<file path="src/pkg/cache_seq_defines.svh">
// Constants shared by the cache cycle sequencer design files.
// Assumes a 50 MHz system clock; included by bare name.
`ifndef CACHE_SEQ_DEFINES_SVH
`define CACHE_SEQ_DEFINES_SVH

// Address and data layout
`define ADDR_W 22
`define BUS_ADDR_LSB 2
`define BUS_ADDR_MSB 21
`define IDX_LSB 2
`define IDX_MSB 9
`define DATA_W 16

// Timing
`define CLK_PERIOD_NS 20
`define DESKEW_NS 100
`define DESKEW_CYC ((`DESKEW_NS + `CLK_PERIOD_NS - 1) / `CLK_PERIOD_NS)
`define DESKEW_W 3
`define DESKEW_LAST 3'(`DESKEW_CYC - 1)

// Power-up initializer
`define INIT_CNT_W 8
`define INIT_CNT_LAST 8'hff
`define INIT_DIV_W 3
`define INIT_DIV_LAST 3'h3

// Forced values during initialization
`define WMUX_ONES 16'hffff
`define CS_ALL_ON_N 4'h0
`define VALID_OFF_N 2'h3
`define GROUP_ALL 2'h3

`endif

</file>
<file path="src/pkg/cache_seq_pkg.sv">
// Types shared by the cache cycle sequencer design files.
// Assumes cache_seq_defines.svh is on the include path.
`include "cache_seq_defines.svh"
package cache_seq_pkg;

    // Kind of access locked in for the current cycle
    typedef struct packed {
        logic is_write;
        logic cpu;
        logic bus_map;
        logic controller;
    } request_t;

    // Address and control driven onto the main memory bus
    typedef struct packed {
        logic [`BUS_ADDR_MSB-`BUS_ADDR_LSB:0] addr;
        logic [3:0] byte_mask;
        logic [1:0] cycle_type;
        logic parity;
    } main_bus_t;

    // Main memory cycle progress
    typedef enum logic [1:0] {
        SLOW_IDLE,
        SLOW_ARM,
        SLOW_BUS,
        SLOW_SYNC
    } slow_state_t;

endpackage

</file>
<file path="src/hw/cache_cycle_sequencer.sv">
// Cache cycle sequencer: time states, main memory start, power-up init.
// Assumes all inputs are synchronous to clk_sys and one clk_sys edge
// stands for one falling arbitration clock edge.
// Functional notes
// - State flops use one active clock edge.
// - Start on held flag; block repeats.
// - Phase A, then phase B next edge.
// - B clears A; D then hold follow.
// - Hold lasts until slow start or done.
// - Read hit: done first hold edge, idle.
// - Read hit memory sync on control-valid.
// - Drive address, mask, type, parity out.
// - Write start after data lines free.
// - Bus start after deskew, drop on ack.
// - Reads keep write start; same deskew.
// - Allow-timeout ends on ack, plus data ready on CPU/bus map reads.
// - Cache write pulse at allow-timeout end.
// - Synchronize end into memory sync, restart.
// - Power-up clears valid, fills parity.
// - Ac low clears counter, dc sets flag.
// - Index source is counter during power-up.
// - Power-up forces valid off, writes, selects.
// - Power-up write data forced to ones.
// - Each pulse writes location, steps counter.
// - Overflow clears flag, ends sequence.
// - Cache index is address bits 9:2.
// - Bus map reads answer with map done.
`timescale 1ns/10ps
`include "cache_seq_defines.svh"
module cache_cycle_sequencer (
    // Clock and reset
    input logic clk_sys,
    input logic arst_n,
    // Locked-in access request
    input logic access_request,
    input cache_seq_pkg::request_t req_in,
    input logic [`ADDR_W-1:0] addr_in,
    input logic [3:0] byte_mask_in,
    input logic [1:0] cycle_type_in,
    input logic [`DATA_W-1:0] wdata_in,
    input logic [1:0] group_sel_in,
    input logic [3:0] cs_in_n,
    // Cache decision inputs
    input logic read_hit,
    input logic control_valid,
    // Main memory bus responses
    input logic data_lines_busy,
    input logic address_acknowledged,
    input logic mem_data_ready,
    // Power status, active low
    input logic ac_power_low_n,
    input logic dc_power_low_n,
    // Time states
    output logic cycle_held_flag,
    output logic phase_a_flag,
    output logic phase_b_flag,
    output logic phase_c_decode,
    output logic phase_d_flag,
    output logic decision_hold_state,
    output logic slow_start_flag,
    output logic cycle_complete_flag,
    // Answers to processor and bus map
    output logic memory_sync_response,
    output logic bus_map_done,
    // Main memory bus
    output cache_seq_pkg::main_bus_t main_bus,
    output logic [`DATA_W-1:0] main_wdata,
    output logic main_wdata_oe,
    output logic write_start_flag,
    output logic bus_start_drive,
    output logic allow_timeout,
    output logic cache_write_pulse,
    output logic slow_memory_sync,
    output logic timing_restart,
    // Cache store control
    output logic power_up_flag,
    output logic [`INIT_CNT_W-1:0] cache_index,
    output logic address_mux_select_low,
    output logic write_ok,
    output logic [1:0] group_write_select,
    output logic [1:0] valid_input_n,
    output logic [3:0] chip_select_n,
    output logic [`DATA_W-1:0] write_mux_data,
    output logic init_write_pulse
);
    cache_seq_pkg::request_t req_q;
    cache_seq_pkg::slow_state_t slow_q;
    logic seq_run_q, sent_q, ack_seen_q, ready_seen_q, sync_stage_q;
    logic start, hit_now, decide_ok, slow_set, done_set, negate, need_data;
    logic deskew_run, deskew_elapsed, start_set, hit_answer;
    logic pup_flag, pup_pulse;
    logic [`INIT_CNT_W-1:0] pup_index;

    // A new sequence only from a fully idle cycle
    assign start = cycle_held_flag && !seq_run_q && !slow_start_flag && !phase_b_flag
        && !phase_d_flag && !decision_hold_state && !cycle_complete_flag;
    assign hit_now = read_hit && !req_q.is_write;
    assign decide_ok = !req_q.cpu || control_valid;
    assign slow_set = decision_hold_state && !slow_start_flag && !hit_now && decide_ok;
    assign done_set = (decision_hold_state && hit_now && !slow_start_flag)
        || timing_restart;
    assign need_data = !req_q.is_write && (req_q.cpu || req_q.bus_map);
    assign negate = allow_timeout && (ack_seen_q || address_acknowledged)
        && (!need_data || ready_seen_q || mem_data_ready);
    assign hit_answer = hit_now && (phase_d_flag || decision_hold_state) && !sent_q
        && !cycle_complete_flag;
    assign deskew_run = slow_start_flag && write_start_flag
        && (slow_q == cache_seq_pkg::SLOW_ARM);
    assign start_set = (slow_q == cache_seq_pkg::SLOW_ARM) && deskew_elapsed;

    // Lock and capture of the request; done releases it, a new request is captured only once released
    always_ff @(posedge clk_sys or negedge arst_n) begin
        if (!arst_n) begin
            cycle_held_flag <= 1'b0;
            req_q <= '0;
            main_bus <= '0;
            main_wdata <= '0;
        end else begin
            cycle_held_flag <= (access_request && !cycle_held_flag)
                || (cycle_held_flag && !cycle_complete_flag);
            if (access_request && !cycle_held_flag) begin
                req_q <= req_in;
                main_bus.addr <= addr_in[`BUS_ADDR_MSB:`BUS_ADDR_LSB];
                main_bus.byte_mask <= byte_mask_in;
                main_bus.cycle_type <= cycle_type_in;
                main_bus.parity <= ^addr_in[`BUS_ADDR_MSB:`BUS_ADDR_LSB];
                main_wdata <= wdata_in;
            end
        end
    end

    // Time state chain A, AB, C, D, hold; done clears it whole
    always_ff @(posedge clk_sys or negedge arst_n) begin
        if (!arst_n) begin
            phase_a_flag <= 1'b0;
            phase_b_flag <= 1'b0;
            phase_c_decode <= 1'b0;
            phase_d_flag <= 1'b0;
            decision_hold_state <= 1'b0;
            seq_run_q <= 1'b0;
        end else if (cycle_complete_flag) begin
            phase_a_flag <= 1'b0;
            phase_b_flag <= 1'b0;
            phase_c_decode <= 1'b0;
            phase_d_flag <= 1'b0;
            decision_hold_state <= 1'b0;
            seq_run_q <= 1'b0;
        end else begin
            phase_a_flag <= start || (phase_a_flag && !phase_b_flag);
            phase_b_flag <= phase_a_flag;
            phase_c_decode <= phase_b_flag && phase_a_flag;
            phase_d_flag <= phase_b_flag && !phase_a_flag;
            decision_hold_state <= phase_d_flag
                || (decision_hold_state && !slow_set && !done_set);
            seq_run_q <= seq_run_q || start;
        end
    end

    // Decision outcome: slow start or done pulse
    always_ff @(posedge clk_sys or negedge arst_n) begin
        if (!arst_n) begin
            slow_start_flag <= 1'b0;
            cycle_complete_flag <= 1'b0;
        end else begin
            slow_start_flag <= !cycle_complete_flag && (slow_start_flag || slow_set);
            cycle_complete_flag <= done_set && !cycle_complete_flag;
        end
    end

    // Processor and bus map answers, at most one hit answer per cycle
    always_ff @(posedge clk_sys or negedge arst_n) begin
        if (!arst_n) begin
            memory_sync_response <= 1'b0;
            bus_map_done <= 1'b0;
            sent_q <= 1'b0;
        end else begin
            memory_sync_response <= req_q.cpu && ((hit_answer && control_valid)
                || slow_memory_sync);
            bus_map_done <= req_q.bus_map && !req_q.is_write
                && (hit_answer || slow_memory_sync);
            sent_q <= !cycle_complete_flag && (sent_q
                || (hit_answer && (control_valid || !req_q.cpu)));
        end
    end

    // Write start: reads hold it all cycle, writes wait for free data lines
    always_ff @(posedge clk_sys or negedge arst_n) begin
        if (!arst_n) begin
            write_start_flag <= 1'b0;
            main_wdata_oe <= 1'b0;
        end else begin
            write_start_flag <= cycle_held_flag && !cycle_complete_flag
                && (!req_q.is_write || write_start_flag
                || (slow_start_flag && !data_lines_busy));
            main_wdata_oe <= cycle_held_flag && !cycle_complete_flag && req_q.is_write
                && (write_start_flag || (slow_start_flag && !data_lines_busy));
        end
    end

    deskew_timer u_deskew (
        .clk_sys(clk_sys),
        .arst_n(arst_n),
        .run(deskew_run),
        .elapsed(deskew_elapsed)
    );

    // Main memory cycle progress
    always_ff @(posedge clk_sys or negedge arst_n) begin
        if (!arst_n) begin
            slow_q <= cache_seq_pkg::SLOW_IDLE;
        end else begin
            unique case (slow_q)
                cache_seq_pkg::SLOW_IDLE: if (slow_set) slow_q <= cache_seq_pkg::SLOW_ARM;
                cache_seq_pkg::SLOW_ARM: if (start_set) slow_q <= cache_seq_pkg::SLOW_BUS;
                cache_seq_pkg::SLOW_BUS: if (negate) slow_q <= cache_seq_pkg::SLOW_SYNC;
                cache_seq_pkg::SLOW_SYNC: begin
                    if (cycle_complete_flag) slow_q <= cache_seq_pkg::SLOW_IDLE;
                end
            endcase
        end
    end

    // Bus start and the allow-timeout window it opens
    always_ff @(posedge clk_sys or negedge arst_n) begin
        if (!arst_n) begin
            bus_start_drive <= 1'b0;
            allow_timeout <= 1'b0;
            ack_seen_q <= 1'b0;
            ready_seen_q <= 1'b0;
        end else begin
            bus_start_drive <= start_set || (bus_start_drive && !address_acknowledged);
            allow_timeout <= start_set || (allow_timeout && !negate);
            ack_seen_q <= !start_set && (ack_seen_q || (allow_timeout && address_acknowledged));
            ready_seen_q <= !start_set && (ready_seen_q || (allow_timeout && mem_data_ready));
        end
    end

    // End of allow-timeout: write pulse, then staged into sync and restart
    always_ff @(posedge clk_sys or negedge arst_n) begin
        if (!arst_n) begin
            cache_write_pulse <= 1'b0;
            sync_stage_q <= 1'b0;
            slow_memory_sync <= 1'b0;
            timing_restart <= 1'b0;
        end else begin
            cache_write_pulse <= negate;
            sync_stage_q <= negate;
            slow_memory_sync <= sync_stage_q;
            timing_restart <= slow_memory_sync;
        end
    end

    power_up_init u_pup (
        .clk_sys(clk_sys),
        .arst_n(arst_n),
        .ac_power_low_n(ac_power_low_n),
        .dc_power_low_n(dc_power_low_n),
        .power_up_flag(pup_flag),
        .init_index(pup_index),
        .init_pulse(pup_pulse)
    );

    // Store controls; one register stage keeps index and pulse aligned
    always_ff @(posedge clk_sys or negedge arst_n) begin
        if (!arst_n) begin
            power_up_flag <= 1'b1;
            cache_index <= '0;
            address_mux_select_low <= 1'b1;
            write_ok <= 1'b1;
            group_write_select <= `GROUP_ALL;
            valid_input_n <= `VALID_OFF_N;
            chip_select_n <= `CS_ALL_ON_N;
            write_mux_data <= `WMUX_ONES;
            init_write_pulse <= 1'b0;
        end else begin
            power_up_flag <= pup_flag;
            cache_index <= pup_flag ? pup_index : addr_in[`IDX_MSB:`IDX_LSB];
            address_mux_select_low <= pup_flag;
            write_ok <= pup_flag || negate;
            group_write_select <= pup_flag ? `GROUP_ALL : group_sel_in;
            valid_input_n <= pup_flag ? `VALID_OFF_N : ~group_sel_in;
            chip_select_n <= pup_flag ? `CS_ALL_ON_N : cs_in_n;
            write_mux_data <= pup_flag ? `WMUX_ONES : wdata_in;
            init_write_pulse <= pup_pulse && pup_flag;
        end
    end

    localparam int DESKEW_PAST = `DESKEW_CYC;
endmodule

</file>
<file path="src/hw/deskew_timer.sv">
// Deskew delay counter for the main memory bus start.
// Assumes run is a registered level that stays high until the delay is used.
`timescale 1ns/10ps
`include "cache_seq_defines.svh"
module deskew_timer (
    // Clock and reset
    input logic clk_sys,
    input logic arst_n,
    // Control
    input logic run,
    output logic elapsed
);
    logic [`DESKEW_W-1:0] cnt_q;

    // Counts while run is high, saturates at the last step
    always_ff @(posedge clk_sys or negedge arst_n) begin
        if (!arst_n) begin
            cnt_q <= '0;
        end else if (!run) begin
            cnt_q <= '0;
        end else if (cnt_q != `DESKEW_LAST) begin
            cnt_q <= cnt_q + 1'b1;
        end
    end

    // Decoded, so the start flop fires exactly one deskew after run
    assign elapsed = run && (cnt_q == `DESKEW_LAST);
endmodule

</file>
<file path="src/hw/power_up_init.sv">
// Power-up initializer: walks an index over every cache location.
// Assumes the power-low inputs are synchronous to clk_sys.
`timescale 1ns/10ps
`include "cache_seq_defines.svh"
module power_up_init (
    // Clock and reset
    input logic clk_sys,
    input logic arst_n,
    // Power status, active low
    input logic ac_power_low_n,
    input logic dc_power_low_n,
    // Initializer state
    output logic power_up_flag,
    output logic [`INIT_CNT_W-1:0] init_index,
    output logic init_pulse
);
    logic [`INIT_DIV_W-1:0] div_q;
    logic tick;
    logic overflow;

    assign tick = (div_q == `INIT_DIV_LAST);
    assign overflow = init_pulse && (init_index == `INIT_CNT_LAST);

    // Pulse oscillator, held while ac power is low
    always_ff @(posedge clk_sys or negedge arst_n) begin
        if (!arst_n) begin
            div_q <= '0;
        end else if (!ac_power_low_n || tick) begin
            div_q <= '0;
        end else begin
            div_q <= div_q + 1'b1;
        end
    end

    // One write pulse per oscillator period while initializing
    always_ff @(posedge clk_sys or negedge arst_n) begin
        if (!arst_n) begin
            init_pulse <= 1'b0;
        end else begin
            init_pulse <= tick && ac_power_low_n && power_up_flag && !init_pulse;
        end
    end

    // Index counter: cleared by ac low, stepped after each write
    always_ff @(posedge clk_sys or negedge arst_n) begin
        if (!arst_n) begin
            init_index <= '0;
        end else if (!ac_power_low_n) begin
            init_index <= '0;
        end else if (init_pulse) begin
            init_index <= init_index + 1'b1;
        end
    end

    // Flag: set by dc low (set wins), cleared on counter overflow
    always_ff @(posedge clk_sys or negedge arst_n) begin
        if (!arst_n) begin
            power_up_flag <= 1'b1;
        end else if (!dc_power_low_n) begin
            power_up_flag <= 1'b1;
        end else if (overflow) begin
            power_up_flag <= 1'b0;
        end
    end
endmodule

</file>
<file path="config.mk">
export PLATFORM = sky130hd
export DESIGN_NAME = cache_cycle_sequencer
export DESIGN_NICKNAME = d
export VERILOG_FILES = /design/src/pkg/cache_seq_pkg.sv /design/src/hw/cache_cycle_sequencer.sv /design/src/hw/deskew_timer.sv /design/src/hw/power_up_init.sv
export VERILOG_INCLUDE_DIRS = /design/src /design/src/pkg
export SDC_FILE = /design/constraint.sdc
export NUM_CORES = 1
export LEC_CHECK = 0
export BUFFER_PORTS_ARGS = -buffer_cell sky130_fd_sc_hd__buf_4
export CAP_MARGIN = 40
export CELL_PAD_IN_SITES_DETAIL_PLACEMENT = 1
export CELL_PAD_IN_SITES_GLOBAL_PLACEMENT = 1
export CORE_ASPECT_RATIO = 1.75
export CORE_MARGIN = 10
export CORE_UTILIZATION = 35
export CTS_CLUSTER_DIAMETER = 30
export DETAILED_ROUTE_END_ITERATION = 16
export GPL_TIMING_DRIVEN = 0
export PLACE_DENSITY = 0.86
export SLEW_MARGIN = 20
export SYNTH_ARGS = -nofsm -noshare
export SYNTH_HDL_FRONTEND = slang
export SYNTH_HIERARCHICAL = 1
export SYNTH_SLANG_ARGS = --single-unit
</file>
<file path="constraint.sdc">
create_clock -name clk_sys -period 1.82 [get_ports clk_sys]
set_input_delay 0.091 -clock clk_sys [delete_from_list [all_inputs] [get_ports clk_sys]]
set_output_delay 0.091 -clock clk_sys [all_outputs]
set_load 0.005 [all_outputs]
</file>
Word level (Yosys, flattened, before mapping) --
Index checks and enable logic that the tools add are counted.
Word-level totals: flip-flop bits (word level) 120, bits of input ports 64, output and inout bits 96, word-level logic and storage cells 184
Operators by class: $add $sub $neg 3, equality and inequality tests 14, mux-type cells 23, bitwise gates (word level) 1, reductions and logical operators 100
Operator list (number):
- $logic_and A1 B1 Y1 | 52
- $logic_or A1 B1 Y1 | 24
- $mux W8 | 3
- $logic_not A1 Y1 | 21
- $reduce_xor A20 Y1 | 1
- $mux W16 | 1
- $mux W2 | 6
- $ne A2 B2 Y1 const B | 5
- $mux W3 | 3
- $add A8 B1 Y8 const B | 1
- $eq A8 B8 Y1 const B | 1
- $mux W1 | 8
- $pmux W2 S4 | 1
- $add A3 B1 Y3 const B | 2
- $eq A2 B2 Y1 const B | 2
- $mux W4 | 1
- $ne A2 B1 Y1 const B | 2
- $reduce_and A4 Y1 | 1
- $eq A3 B2 Y1 const B | 1
- $eq A3 B3 Y1 const B | 1
- $ne A3 B3 Y1 const B | 1
- $eq A2 B1 Y1 const B | 1
- $logic_not A2 Y1 | 1
- $not A2 Y2 | 1

Longest topological paths before layout --
Gate-level depths: netlist of run 1.
depth in word-level cells 10, gate-level depth with buffers 8, mapped depth without buffers 8

By module --
Netlist of run 1, hierarchy kept.
By module, submodules not included:
- cache_cycle_sequencer | times used 1, cells an instance 278, area each 4030.1 sq um, sequential area each 2630.0 sq um
- power_up_init | times used 1, cells an instance 51, area each 584.3 sq um, sequential area each 326.6 sq um
- deskew_timer | times used 1, cells an instance 18, area each 170.2 sq um, sequential area each 75.1 sq um

Worst setup path after synthesis of run 1 --
OpenSTA, ideal clock, no wires.
path kind register to register, start reg slow_q[1], end reg slow_q[1], library setup time 0.128 ns, data arrival time 1.853 ns, required time 1.692 ns, slack -0.160 ns, cell stages (with the launch flop) 9, path buffers 0, clock period less this slack 1.980 ns, cells stage by stage dfrtp_1 -> inv_1 -> ha_1 -> and3_1 -> and3_2 -> nor2b_1 -> a221o_1 -> a21oi_2 -> mux2_1
On the way: cells in the longest elaborated chain, start to end 6, elaborated cells on any way between the ends 13, classes of those cells 7 x eq/ne; 1 x mux; 5 x reduce/logical
Ends and longest elaborated chain:
- from (decl) | line cache_cycle_sequencer.sv:87 | cache_seq_pkg::slow_state_t slow_q;
- from (signal assigned) | line cache_cycle_sequencer.sv:210 | slow_q <= cache_seq_pkg::SLOW_IDLE;
- from (signal assigned) | line cache_cycle_sequencer.sv:213 | cache_seq_pkg::SLOW_IDLE: if (slow_set) slow_q <= cache_seq_pkg::SLOW_ARM;
- from (signal assigned) | line cache_cycle_sequencer.sv:214 | cache_seq_pkg::SLOW_ARM: if (start_set) slow_q <= cache_seq_pkg::SLOW_BUS;
- $eq A2 B1 Y1 | line cache_cycle_sequencer.sv:108 | && (slow_q == cache_seq_pkg::SLOW_ARM);
- $logic_and A1 B1 Y1 | line cache_cycle_sequencer.sv:108
- net deskew_run | line cache_cycle_sequencer.sv:90 | logic deskew_run, deskew_elapsed, start_set, hit_answer;
- $logic_and A1 B1 Y1 | line deskew_timer.sv:27 | assign elapsed = run && (cnt_q == `DESKEW_LAST);
- net deskew_elapsed | line cache_cycle_sequencer.sv:90
- $logic_and A1 B1 Y1 | line cache_cycle_sequencer.sv:109 | assign start_set = (slow_q == cache_seq_pkg::SLOW_ARM) && deskew_elapsed;
- $ne A2 B2 Y1 (no line)
- $reduce_and A4 Y1 (no line)
The timed path passes the listed nets, and every way through them passes these cells. A chain may end at the register's enable or synchronous reset.

Final worst setup path of run 1 --
start reg slow_q[0], end reg slow_q[1]
On the way: cells in the longest elaborated chain, start to end 6, elaborated cells on any way between the ends 13, classes of those cells 7 x eq/ne; 1 x mux; 5 x reduce/logical
Ends and longest elaborated chain (line):
- $eq A2 B1 Y1 | cache_cycle_sequencer.sv:108, cache_cycle_sequencer.sv:109, cache_cycle_sequencer.sv:212
- $logic_and A1 B1 Y1 | cache_cycle_sequencer.sv:108
- $logic_and A1 B1 Y1 | deskew_timer.sv:27
- $logic_and A1 B1 Y1 | cache_cycle_sequencer.sv:109
- $ne A2 B2 Y1 (no line)
- $reduce_and A4 Y1 (no line)
Several ways; a longest one is shown, not always the timed one.

==> run_results.csv, run 1 <==
group,metric,value,unit
run_status,outcome,"finished with violations",
run_status,violations,"setup timing",
clock_network,cts.sinks,120,
yosys,synth_cells,347,
global_route,grt_pass1_vias,4337,
finish,final_layout_size_suffix_gt1_frac,0.521,
finish,multi_input_area,1680,sq um
setup_path,critical_path.startpoint,"slow_q[0]",
floorplanning,die_area,18900,sq um
clock_network,cts_made_buffers,17,
sta,rsz0062_at_grt,"true",
finish,nets,664,
clock_network,cts_tree,"yes",
sta,hold_viol,0,
floorplanning,die_h,175,um
power_and_ir_drop,peakVddDrop,826,uV
global_route,grt_max_degree,62,
yosys,netlist.area_leader.share,0.507,
drt,viasPerCell,4.65,
sta,period_share,1.06,
sta,fin_setup_tns,-153,ps
finish,syn2layout_area_growth,55.6,%
floorplanning,num_rows,56,
clock_network,clk_pin_slew,50,ps
power_and_ir_drop,power.density,1350,nW/um^2
setup_path,cp.required,2100,ps
yosys,syn_area,4780,sq um
power_and_ir_drop,fin_total_pwr,10.1,mW
setup_path,rr_startpoint,"slow_q[0]",
finish,fill_cells,1364,
placed_design,hpwlAfterDp,11.0,mm
yosys,synth-edff-count,0,
sta,clock.fmax,519,MHz
global_route,antenna_found_initial,1,
drt,wire_per_inst,20.6,um
run,drv_cap,0,
finish,finish.instance_area,7450,sq um
drt,met3_length,751,um
drt,firstDrtPassIters,4,
yosys,synth.avg_cell_area,13.8,sq um
setup_path,worstRegToRegCells,7,
sta,finalSetupViolations,2,
placed_design,gp_congestion,0.755,
drt,routed_wl,16.0,mm
yosys,synthDistinctLibCells,44,
yosys,ys_warn_count,6,
floorplanning,ioPinCount,160,
sta,tightestPinTransition,591,ps
sta,setup_ws,-105,ps
clock_network,cts-root-buf,"clkbuf_16",
setup_path,crit_fanout,4,
clock_network,insertion_delay,410,ps
placed_design,dp_slack,-244,ps
drt,wl_met1,4.92,mm
drt,drt_drc_violations_left,0,
yosys,async_flop_share,1.00,
setup_path,crit_type,"reg2reg",
sta,fin_crit,1930,ps
clock_network,clock_path_buffers,2,
yosys,yosys-top-cells-area,"dfrtp_1 (51%), dfstp_2 (13%), mux2_2 (12%)",
drt,drt-initial-drc-count,58,
clock_network,htreeDepth,4,
setup_path,start_kind,"flop",
setup_path,r2r_end,"slow_q[1]",
drt,ant_nets,0,
global_route,grt_overflow,0,
sta,drv_slew,0,
power_and_ir_drop,power.leakage,3.51,nW
finish,finish.utilization,0.556,
setup_path,regToRegSetupSlack,-110,ps
drt,maxUsedRoutingLayer,"met4",
drt,num_vias,3621,
floorplanning,die_x,108,um
setup_path,worstPathArrival,2210,ps
placed_design,dpl_cell_area,6230,sq um
sta,skew,10.4,ps
yosys,ys_seq_area_frac,0.634,
yosys,ys_seq_elements,120,
sta,slew_headroom,0.606,
placed_design,place.port_buffers,156,
global_route,grt_pass1_wl,24.7,mm
finish,regArea,3030,sq um
floorplanning,initial_core_util,0.358,
drt,dr_wl_met2,9.58,mm
yosys,synth_ff_type,"dfrtp_1",
global_route,grt_use_total,0.172,
yosys,synth_largest_area_cell,"dfrtp_1",
setup_path,endpoint,"slow_q[1]",
min_path,hold_class,"in2reg",
floorplanning,coreArea,13400,sq um
setup_path,cp-end-kind,"flop",
yosys,syn-num-nets,421,
-- sequential cells by signal, summed over array words and instances, names as in the netlist, 2 cells and up --
name,cells
valid_input_n,2
cache_index,8
write_mux_data,16
slow_q,2
group_write_select,2
u_deskew/cnt_q,3
u_pup/init_index,8
u_pup/div_q,3
req_q,3
chip_select_n,4
main_bus,27
main_wdata,16
-- cells by family after synthesis --
kind of cell | share of synthesized area
flops | 0.634
buf+inv | 0.0220
xor+xnor | 0.0447
mux | 0.131
compound gates | 0.0387
simple gates | 0.104
fa+ha+maj | 0.0262
-- synthesized netlist by cell type (all sizes together), types with 3 or more instances --
master and instances:
dfrtp 97, mux2 54, dfstp 23, or2 19, xnor2 19, inv 14, nand2 13, a21oi 11
nor2 11, ha 10, nor2b 9, o21ai 8, buf 7, nand2b 7, and2 6, clkbuf 4
nand4 4, a21boi 3, a31oi 3, and3 3, or3 3
-- worst min path at each step --
stage | to | cells after the start | startpoint | slack (ps)
after global routing | main_wdata_oe | 4 | data_lines_busy | 140
after global placement | u_pup/power_up_flag | 2 | dc_power_low_n | 220
after CTS | main_wdata_oe | 4 | data_lines_busy | 100
after floorplan | ack_seen_q | 0 | arst_n | -200
final | main_wdata_oe | 4 | data_lines_busy | 120
after detailed placement | main_bus[17] | 1 | arst_n | 110
-- layout by cell type, fill, tap and decap left out, types with 5 or more instances in the layout --
cell / Yosys / final
buf_4: 1 / 166
o21ai_0: 5 / 5
inv_1: 14 / 13
dfrtp_1: 97 / 97
mux2_2: 53 / 53
ha_1: 10 / 8
a21oi_1: 10 / 10
clkinv_2: 0 / 5
clkbuf_16: 0 / 17
nor2_1: 11 / 11
clkbuf_1: 4 / 5
dlygate4sd3_1: 0 / 58
and2_1: 6 / 6
nand2b_1: 6 / 6
or2_2: 19 / 19
dfstp_2: 23 / 23
nor2b_1: 8 / 7
xnor2_1: 18 / 18
buf_2: 6 / 6
nand2_1: 13 / 13
-- what timing repair did --
| action | CTS | global route |
|---|---|---|
| hold buffers | 58 | 0 |
| hold endpoints to repair | 140 | 0 |
| gates resized for setup | 2 | 2 |
| buffers inserted | 9 | 2 |
| setup endpoints to repair | 6 | 5 |
-- final cells by class --
class                   instances  area share
flip-flops and latches        120       0.407
repair buffers                225       0.250
multi-input cells             202       0.225
clock buffers                  23      0.0642
well taps                     174      0.0292
clock inverters                 9      0.0104
inverters                      14     0.00706
plain buffers                  10     0.00672
diodes                          1    0.000336
-- metrics by stage --
stage               instances  hold WS, ps
finish                    778          120
CTS                       776          104
global route              778          144
global placement          677          215
detailed placement        678          112
floorplan                 347         -205
-- critical path, stage by stage (launching register included) --
cell and delay (ps):
dfrtp_1 440, ha_4 190, buf_4 120, buf_4 140, nor2b_2 150, a221o_1 290, a21oi_2 160, mux2_4 310
-- layer usage --
metal,track usage,vias up
met1,0.146,1829
met5,0,-
li1,-,1651
met3,0.0479,39
met4,0.0938,0
met2,0.338,102
-- report_power, final --
part | total, mW | leakage [nW] | internal [mW] | switching (mW)
logic | 3.09 | 1.77 | 1.84 | 1.25
clock network | 3.13 | 0.269 | 1.97 | 1.16
registers | 3.86 | 1.46 | 3.37 | 0.493
(Power assumes the default switching activity.)
==> run 2, diff against run 1 <==
--- a/constraint.sdc
+++ b/constraint.sdc
@@ -3,2 +3,2 @@
 set_output_delay 0.091 -clock clk_sys [all_outputs]
-set_load 0.005 [all_outputs]
+set_load 0.1 [all_outputs]
==> run 2 against run 1 <==
Die area stayed put. Sequential share of layout area is 0.27 points lower. The flow still finishes with violations (setup timing). Via count is 1.6% higher. Cell area is 1.1% higher. Largest power group is now combinational cells. Count of clock-buffer cells in the layout is 2 higher. Critical path depth is 1 higher. Highest routed layer unchanged. Routed wire length is 2.7% higher.
==> run_results.csv, run 2 (synthesis results as in run 1) <==
group,metric,value,unit
run_status,violations,"setup timing",
drt,wire_per_inst,21.2,um
finish,regArea,3040,sq um
finish,final_cell_mix,"buf_4 (164), dfrtp_1 (91), dlygate4sd3_1 (57)",
sta,slew_headroom,0.555,
floorplanning,coreArea,13400,sq um
placed_design,gp_congestion,0.765,
global_route,grt_pass1_vias,4445,
floorplanning,die_h,175,um
sta,setup_ws,-69.8,ps
setup_path,crit_path_frequent_cell,"and3_4",
finish,multi_input_area,1690,sq um
run_status,outcome,"finished with violations",
floorplanning,num_rows,56,
setup_path,crit_fanout,2,
finish,largest_reg_flops,27,
sta,period_share,1.04,
finish,antennaDiodeCount,0,
setup_path,path_cells,"inv_2 > ha_4 > and3_4 > and3_4 > nor2b_1 > a221o_1 > a21oi_2 > mux2_4",
min_path,hold_class,"in2reg",
floorplanning,die_x,108,um
clock_network,clock_path_buffers,2,
clock_network,clk_pin_slew,50,ps
drt,ant_nets,0,
setup_path,critical_path_buf_inv_count,1,
clock_network,cts-root-buf,"clkbuf_16",
placed_design,dpl_cell_area,6220,sq um
sta,drv_slew,0,
power_and_ir_drop,power.leakage,3.53,nW
finish,final_common_cell,"buf_4",
setup_path,cp.required,2100,ps
sta,finalSetupViolations,2,
power_and_ir_drop,peakVddDrop,1230,uV
drt,viasPerCell,4.75,
global_route,grt_max_degree,73,
finish,top_regs,"main_bus: 27 flops, main_wdata: 16 flops, write_mux_data: 16 flops",
drt,drt-initial-drc-count,104,
drt,drt_drc_violations_left,0,
finish,fill_cells,1350,
sta,rsz0062_at_grt,"true",
clock_network,cts_tree,"yes",
finish,final_layout_size_suffix_gt1_frac,0.528,
global_route,grt_use_total,0.176,
global_route,grt_pass1_wl,25.3,mm
setup_path,crit_family,"compound AO/OA/AOI/OAI gates",
clock_network,cts.sinks,120,
sta,skew,12.6,ps
clock_network,htreeDepth,4,
finish,finish.instance_area,7530,sq um
power_and_ir_drop,power.density,1990,nW/um^2
sta,fin_setup_tns,-101,ps
sta,clock.fmax,529,MHz
placed_design,place.port_buffers,156,
drt,firstDrtPassIters,4,
clock_network,insertion_delay,400,ps
setup_path,crit_type,"reg2reg",
finish,top_register,"main_bus",
global_route,grt_overflow,0,
run,drv_cap,0,
drt,num_vias,3680,
sta,fin_crit,1890,ps
setup_path,start_kind,"flop",
finish,syn2layout_area_growth,57.3,%
setup_path,worstPathArrival,2170,ps
placed_design,hpwlAfterDp,11.2,mm
setup_path,max_stage_delay,380,ps
setup_path,critPathSlowestCell,"dfrtp_1",
setup_path,cp-end-kind,"flop",
sta,hold_viol,0,
clock_network,cts_made_buffers,17,
sta,tightestPinTransition,668,ps
global_route,antenna_found_initial,0,
floorplanning,ioPinCount,160,
finish,nets,661,
floorplanning,initial_core_util,0.358,
drt,routed_wl,16.4,mm
floorplanning,die_area,18900,sq um
[run 2: power breakdown]
group / switching, mW / total [mW] / internal (mW) / leakage (nW)
Sequential: 0.502 / 3.89 / 3.39 / 1.46
Combinational: 5.62 / 7.48 / 1.86 / 1.76
Clock: 1.16 / 3.63 / 2.47 / 0.313
[run 2: path summary, 6_finish.rpt]
check                                     from                     end  slack, ps  cells past startpoint
worst max register to register       slow_q[1]               slow_q[1]        -70                      8
max in group asynchronous               arst_n  address_mux_select_low        800                      3
min in group asynchronous               arst_n          cache_index[5]        280                      2
worst max-delay path                 slow_q[1]               slow_q[1]        -70                      8
worst min-delay path            mem_data_ready            ready_seen_q         10                      3
worst min register to register    sync_stage_q        slow_memory_sync        380                      0
[run 2: layer usage]
layer / global-route usage / vias up / wire length [um]
li1: - / 1649 / -
met1: 0.152 / 1882 / 5230
met2: 0.346 / 116 / 9860
met3: 0.0442 / 33 / 757
met4: 0.0922 / 0 / 584
met5: 0 / - / 0
[run 2: what timing repair did]
item / 4_1_cts / 5_1_grt
setup endpoints to repair: 6 / 2
cloned: 0 / 0
endpoints found under the hold margin: 142 / 0
hold buffers: 57 / 0
setup buffers: 6 / 2
resized for setup: 10 / 1
[run 2: stage by stage]
| stage | power (mW) | util | instances | hold slack (ps) | setup slack (ps) |
|---|---|---|---|---|---|
| 2_1_floorplan | 9.32 | - | 347 | -205 | -167 |
| 3_3_place_gp | 10.9 | 0.462 | 677 | 215 | -315 |
| 3_5_place_dp | 11.1 | 0.464 | 678 | 154 | -362 |
| 4_1_cts | 15.0 | 0.560 | 772 | 14.5 | -39.5 |
| 5_1_grt | 15.5 | 0.562 | 774 | 52.0 | -136 |
| 6_report | 15.0 | 0.562 | 774 | 14.8 | -69.8 |
[run 2: final cells by class]
class / count / area share
Clock buffer: 25 / 0.0672
Multi-Input combinational cell: 202 / 0.224
Inverter: 14 / 0.00698
Clock inverter: 7 / 0.0183
Sequential cell: 120 / 0.404
Timing Repair Buffer: 222 / 0.244
Tap cell: 174 / 0.0289
Buffer: 10 / 0.00665
[run 2: worst register-to-register path, cell delays in order (launching register included)]
cell and delay (ps):
dfrtp_1 380, inv_2 90, ha_4 140, and3_4 170, and3_4 170, nor2b_1 50, a221o_1 300, a21oi_2 160
mux2_4 310
==> run 3, diff against run 2 <==
--- a/config.mk
+++ b/config.mk
@@ -18,2 +18,3 @@
 export GPL_TIMING_DRIVEN = 0
+export MAX_ROUTING_LAYER = met4
 export PLACE_DENSITY = 0.86
==> constraint.sdc (replaced) <==
create_clock -name clk_sys -period 1.82 [get_ports clk_sys]
set_input_delay 0.364 -clock clk_sys [delete_from_list [all_inputs] [get_ports clk_sys]]
set_output_delay 0.364 -clock clk_sys [all_outputs]
set_load 0.1 [all_outputs]
==> run 3 against run 2 <==
The run still ends with setup timing left. Worst hold slack gained 59 ps. Die area stayed put. Non-clock buffer count decreased by 55. First-iteration DRC count is 15% lower. Clock power barely moved. Final cell count is 7.1% lower. Setup slack lost 0.67 ps. Core utilization decreased by 4.2 points. Via count fell by 6.1%. Maximum frequency is essentially flat.
==> run_results.csv, run 3 (synthesis results as in run 1) <==
group,metric,value,unit
clock_network,cts-root-buf,"clkbuf_16",
sta,clock.fmax,529,MHz
floorplanning,die_area,18900,sq um
setup_path,cp.required,2100,ps
floorplanning,die_h,175,um
finish,largest_reg_flops,27,
floorplanning,ioPinCount,160,
setup_path,r2r_end,"slow_q[1]",
run_status,outcome,"finished with violations",
power_and_ir_drop,seq_power_share,0.260,
sta,period_share,1.04,
setup_path,critical_path.startpoint,"slow_q[1]",
power_and_ir_drop,power.internal,7.64,mW
clock_network,insertion_delay,400,ps
drt,viasPerCell,4.80,
placed_design,gp_congestion,0.775,
global_route,grt_max_degree,73,
power_and_ir_drop,p_sw_frac,0.485,
sta,hold_viol,0,
finish,antennaDiodeCount,0,
drt,firstDrtPassIters,4,
floorplanning,coreArea,13400,sq um
floorplanning,num_rows,56,
finish,top_regs,"main_bus: 27 flops, main_wdata: 16 flops, write_mux_data: 16 flops",
global_route,grt_overflow,0,
global_route,grt_use_total,0.163,
setup_path,regToRegSetupSlack,-70,ps
finish,final_cell_mix,"buf_4 (164), dfrtp_1 (91), mux2_2 (53)",
placed_design,hpwlAfterDp,11.2,mm
floorplanning,die_x,108,um
finish,finish.instance_area,6970,sq um
placed_design,place.port_buffers,156,
drt,routed_wl,14.8,mm
setup_path,cp-end-kind,"flop",
finish,syn2layout_area_growth,45.7,%
power_and_ir_drop,power.density,2130,nW/um^2
sta,drv_slew,0,
finish,top_register,"main_bus",
power_and_ir_drop,switching_power,7.19,mW
global_route,grt_pass1_wl,22.7,mm
sta,setup_ws,-70.5,ps
finish,final_layout_size_suffix_gt1_frac,0.583,
setup_path,rr_startpoint,"slow_q[1]",
clock_network,cts.sinks,120,
power_and_ir_drop,p_clk_frac,0.244,
global_route,grt_pass1_vias,4105,
power_and_ir_drop,fin_total_pwr,14.8,mW
sta,finalSetupViolations,2,
placed_design,dpl_cell_area,6220,sq um
drt,ant_nets,0,
finish,final_cells,719,
run_status,violations,"setup timing",
clock_network,clk_pin_slew,60,ps
setup_path,crit_fanout,2,
sta,rsz0062_at_grt,"true",
min_path,hold_class,"in2reg",
setup_path,crit_type,"reg2reg",
global_route,antenna_found_initial,0,
drt,num_vias,3454,
min_path,hold_path_end,"u_pup/power_up_flag",
setup_path,worstRegToRegCells,8,
run,drv_cap,0,
finish,nets,606,
placed_design,dp_slack,-362,ps
setup_path,worstPathArrival,2170,ps
min_path,hp-start,"dc_power_low_n",
clock_network,cts_tree,"yes",
min_path,hold_path_depth,2,
sta,fin_crit,1890,ps
power_and_ir_drop,peakVddDrop,1130,uV
clock_network,cts_made_buffers,17,
sta,skew,11.2,ps
sta,tightestPinTransition,662,ps
drt,drt-initial-drc-count,88,
clock_network,htreeDepth,4,
placed_design,dp.cells,678,
floorplanning,initial_core_util,0.358,
finish,final_common_cell,"buf_4",
finish,finish.utilization,0.521,
clock_network,clock_path_buffers,2,
power_and_ir_drop,power.leakage,3.30,nW
power_and_ir_drop,comb_power_share,0.495,
setup_path,start_kind,"flop",
drt,drt_drc_violations_left,0,
sta,slew_headroom,0.558,
drt,wire_per_inst,20.6,um
==> run 3: power groups by stage <==
| stage | sequential [mW] | combinational (mW) | clock [mW] |
|---|---|---|---|
| floorplan | 8.11 | 1.21 | 0 |
| global placement | 3.82 | 7.07 | 0 |
| detailed placement | 3.89 | 7.20 | 0 |
| CTS | 3.86 | 7.37 | 3.69 |
| global route | 3.94 | 7.58 | 3.80 |
| finish | 3.86 | 7.35 | 3.62 |
==> run 3: metal layers <==
| layer | GRT usage | vias up | wire (um) |
|---|---|---|---|
| li1 | - | 1537 | - |
| met1 | 0.137 | 1765 | 4760 |
| met2 | 0.311 | 121 | 8810 |
| met3 | 0.0424 | 31 | 749 |
| met4 | 0.0800 | 0 | 508 |
| met5 | - | - | 0 |
==> run 3: worst max path at each step <==
stage	depth (start not counted)	endpoint	slack [ps]
global placement	8	slow_q[1]	-320
detailed placement	8	slow_q[1]	-360
global route	8	slow_q[1]	-140
finish	8	slow_q[1]	-70
floorplan	6	slow_q[1]	-170
CTS	8	slow_q[1]	-40
==> run 3: per-stage QoR <==
stage,hold slack (ps),setup TNS [ps]
after floorplan,68.4,-167
after global placement,373,-1000
after detailed placement,372,-1150
after CTS,56.9,-39.5
after global routing,78.7,-216
final,73.9,-104
==> run 3: critical path, cell delays in order (launching register included) <==
cell and delay, ps:
dfrtp_1 380, inv_2 90, ha_4 140, and3_4 170, and3_4 170, nor2b_1 50, a221o_1 300, a21oi_2 160
mux2_4 310
==> run 3: area by class of cell <==
cell class	instances	area [sq um]
buffer	11	55.1
clock buffer	25	505
clock inverter	7	138
fill	1397	6410
inverter	14	52.6
multi-input combinational	202	1690
sequential	120	3040
tap	174	218
timing repair buffer	166	1270
==> run 3: timing repair <==
| item | CTS | global route |
|---|---|---|
| endpoints found under the setup margin | 6 | 2 |
| hold endpoints to repair | 21 | 0 |
| hold buffers | 1 | 0 |
| resized for setup | 11 | 1 |
| buffers inserted | 6 | 2 |
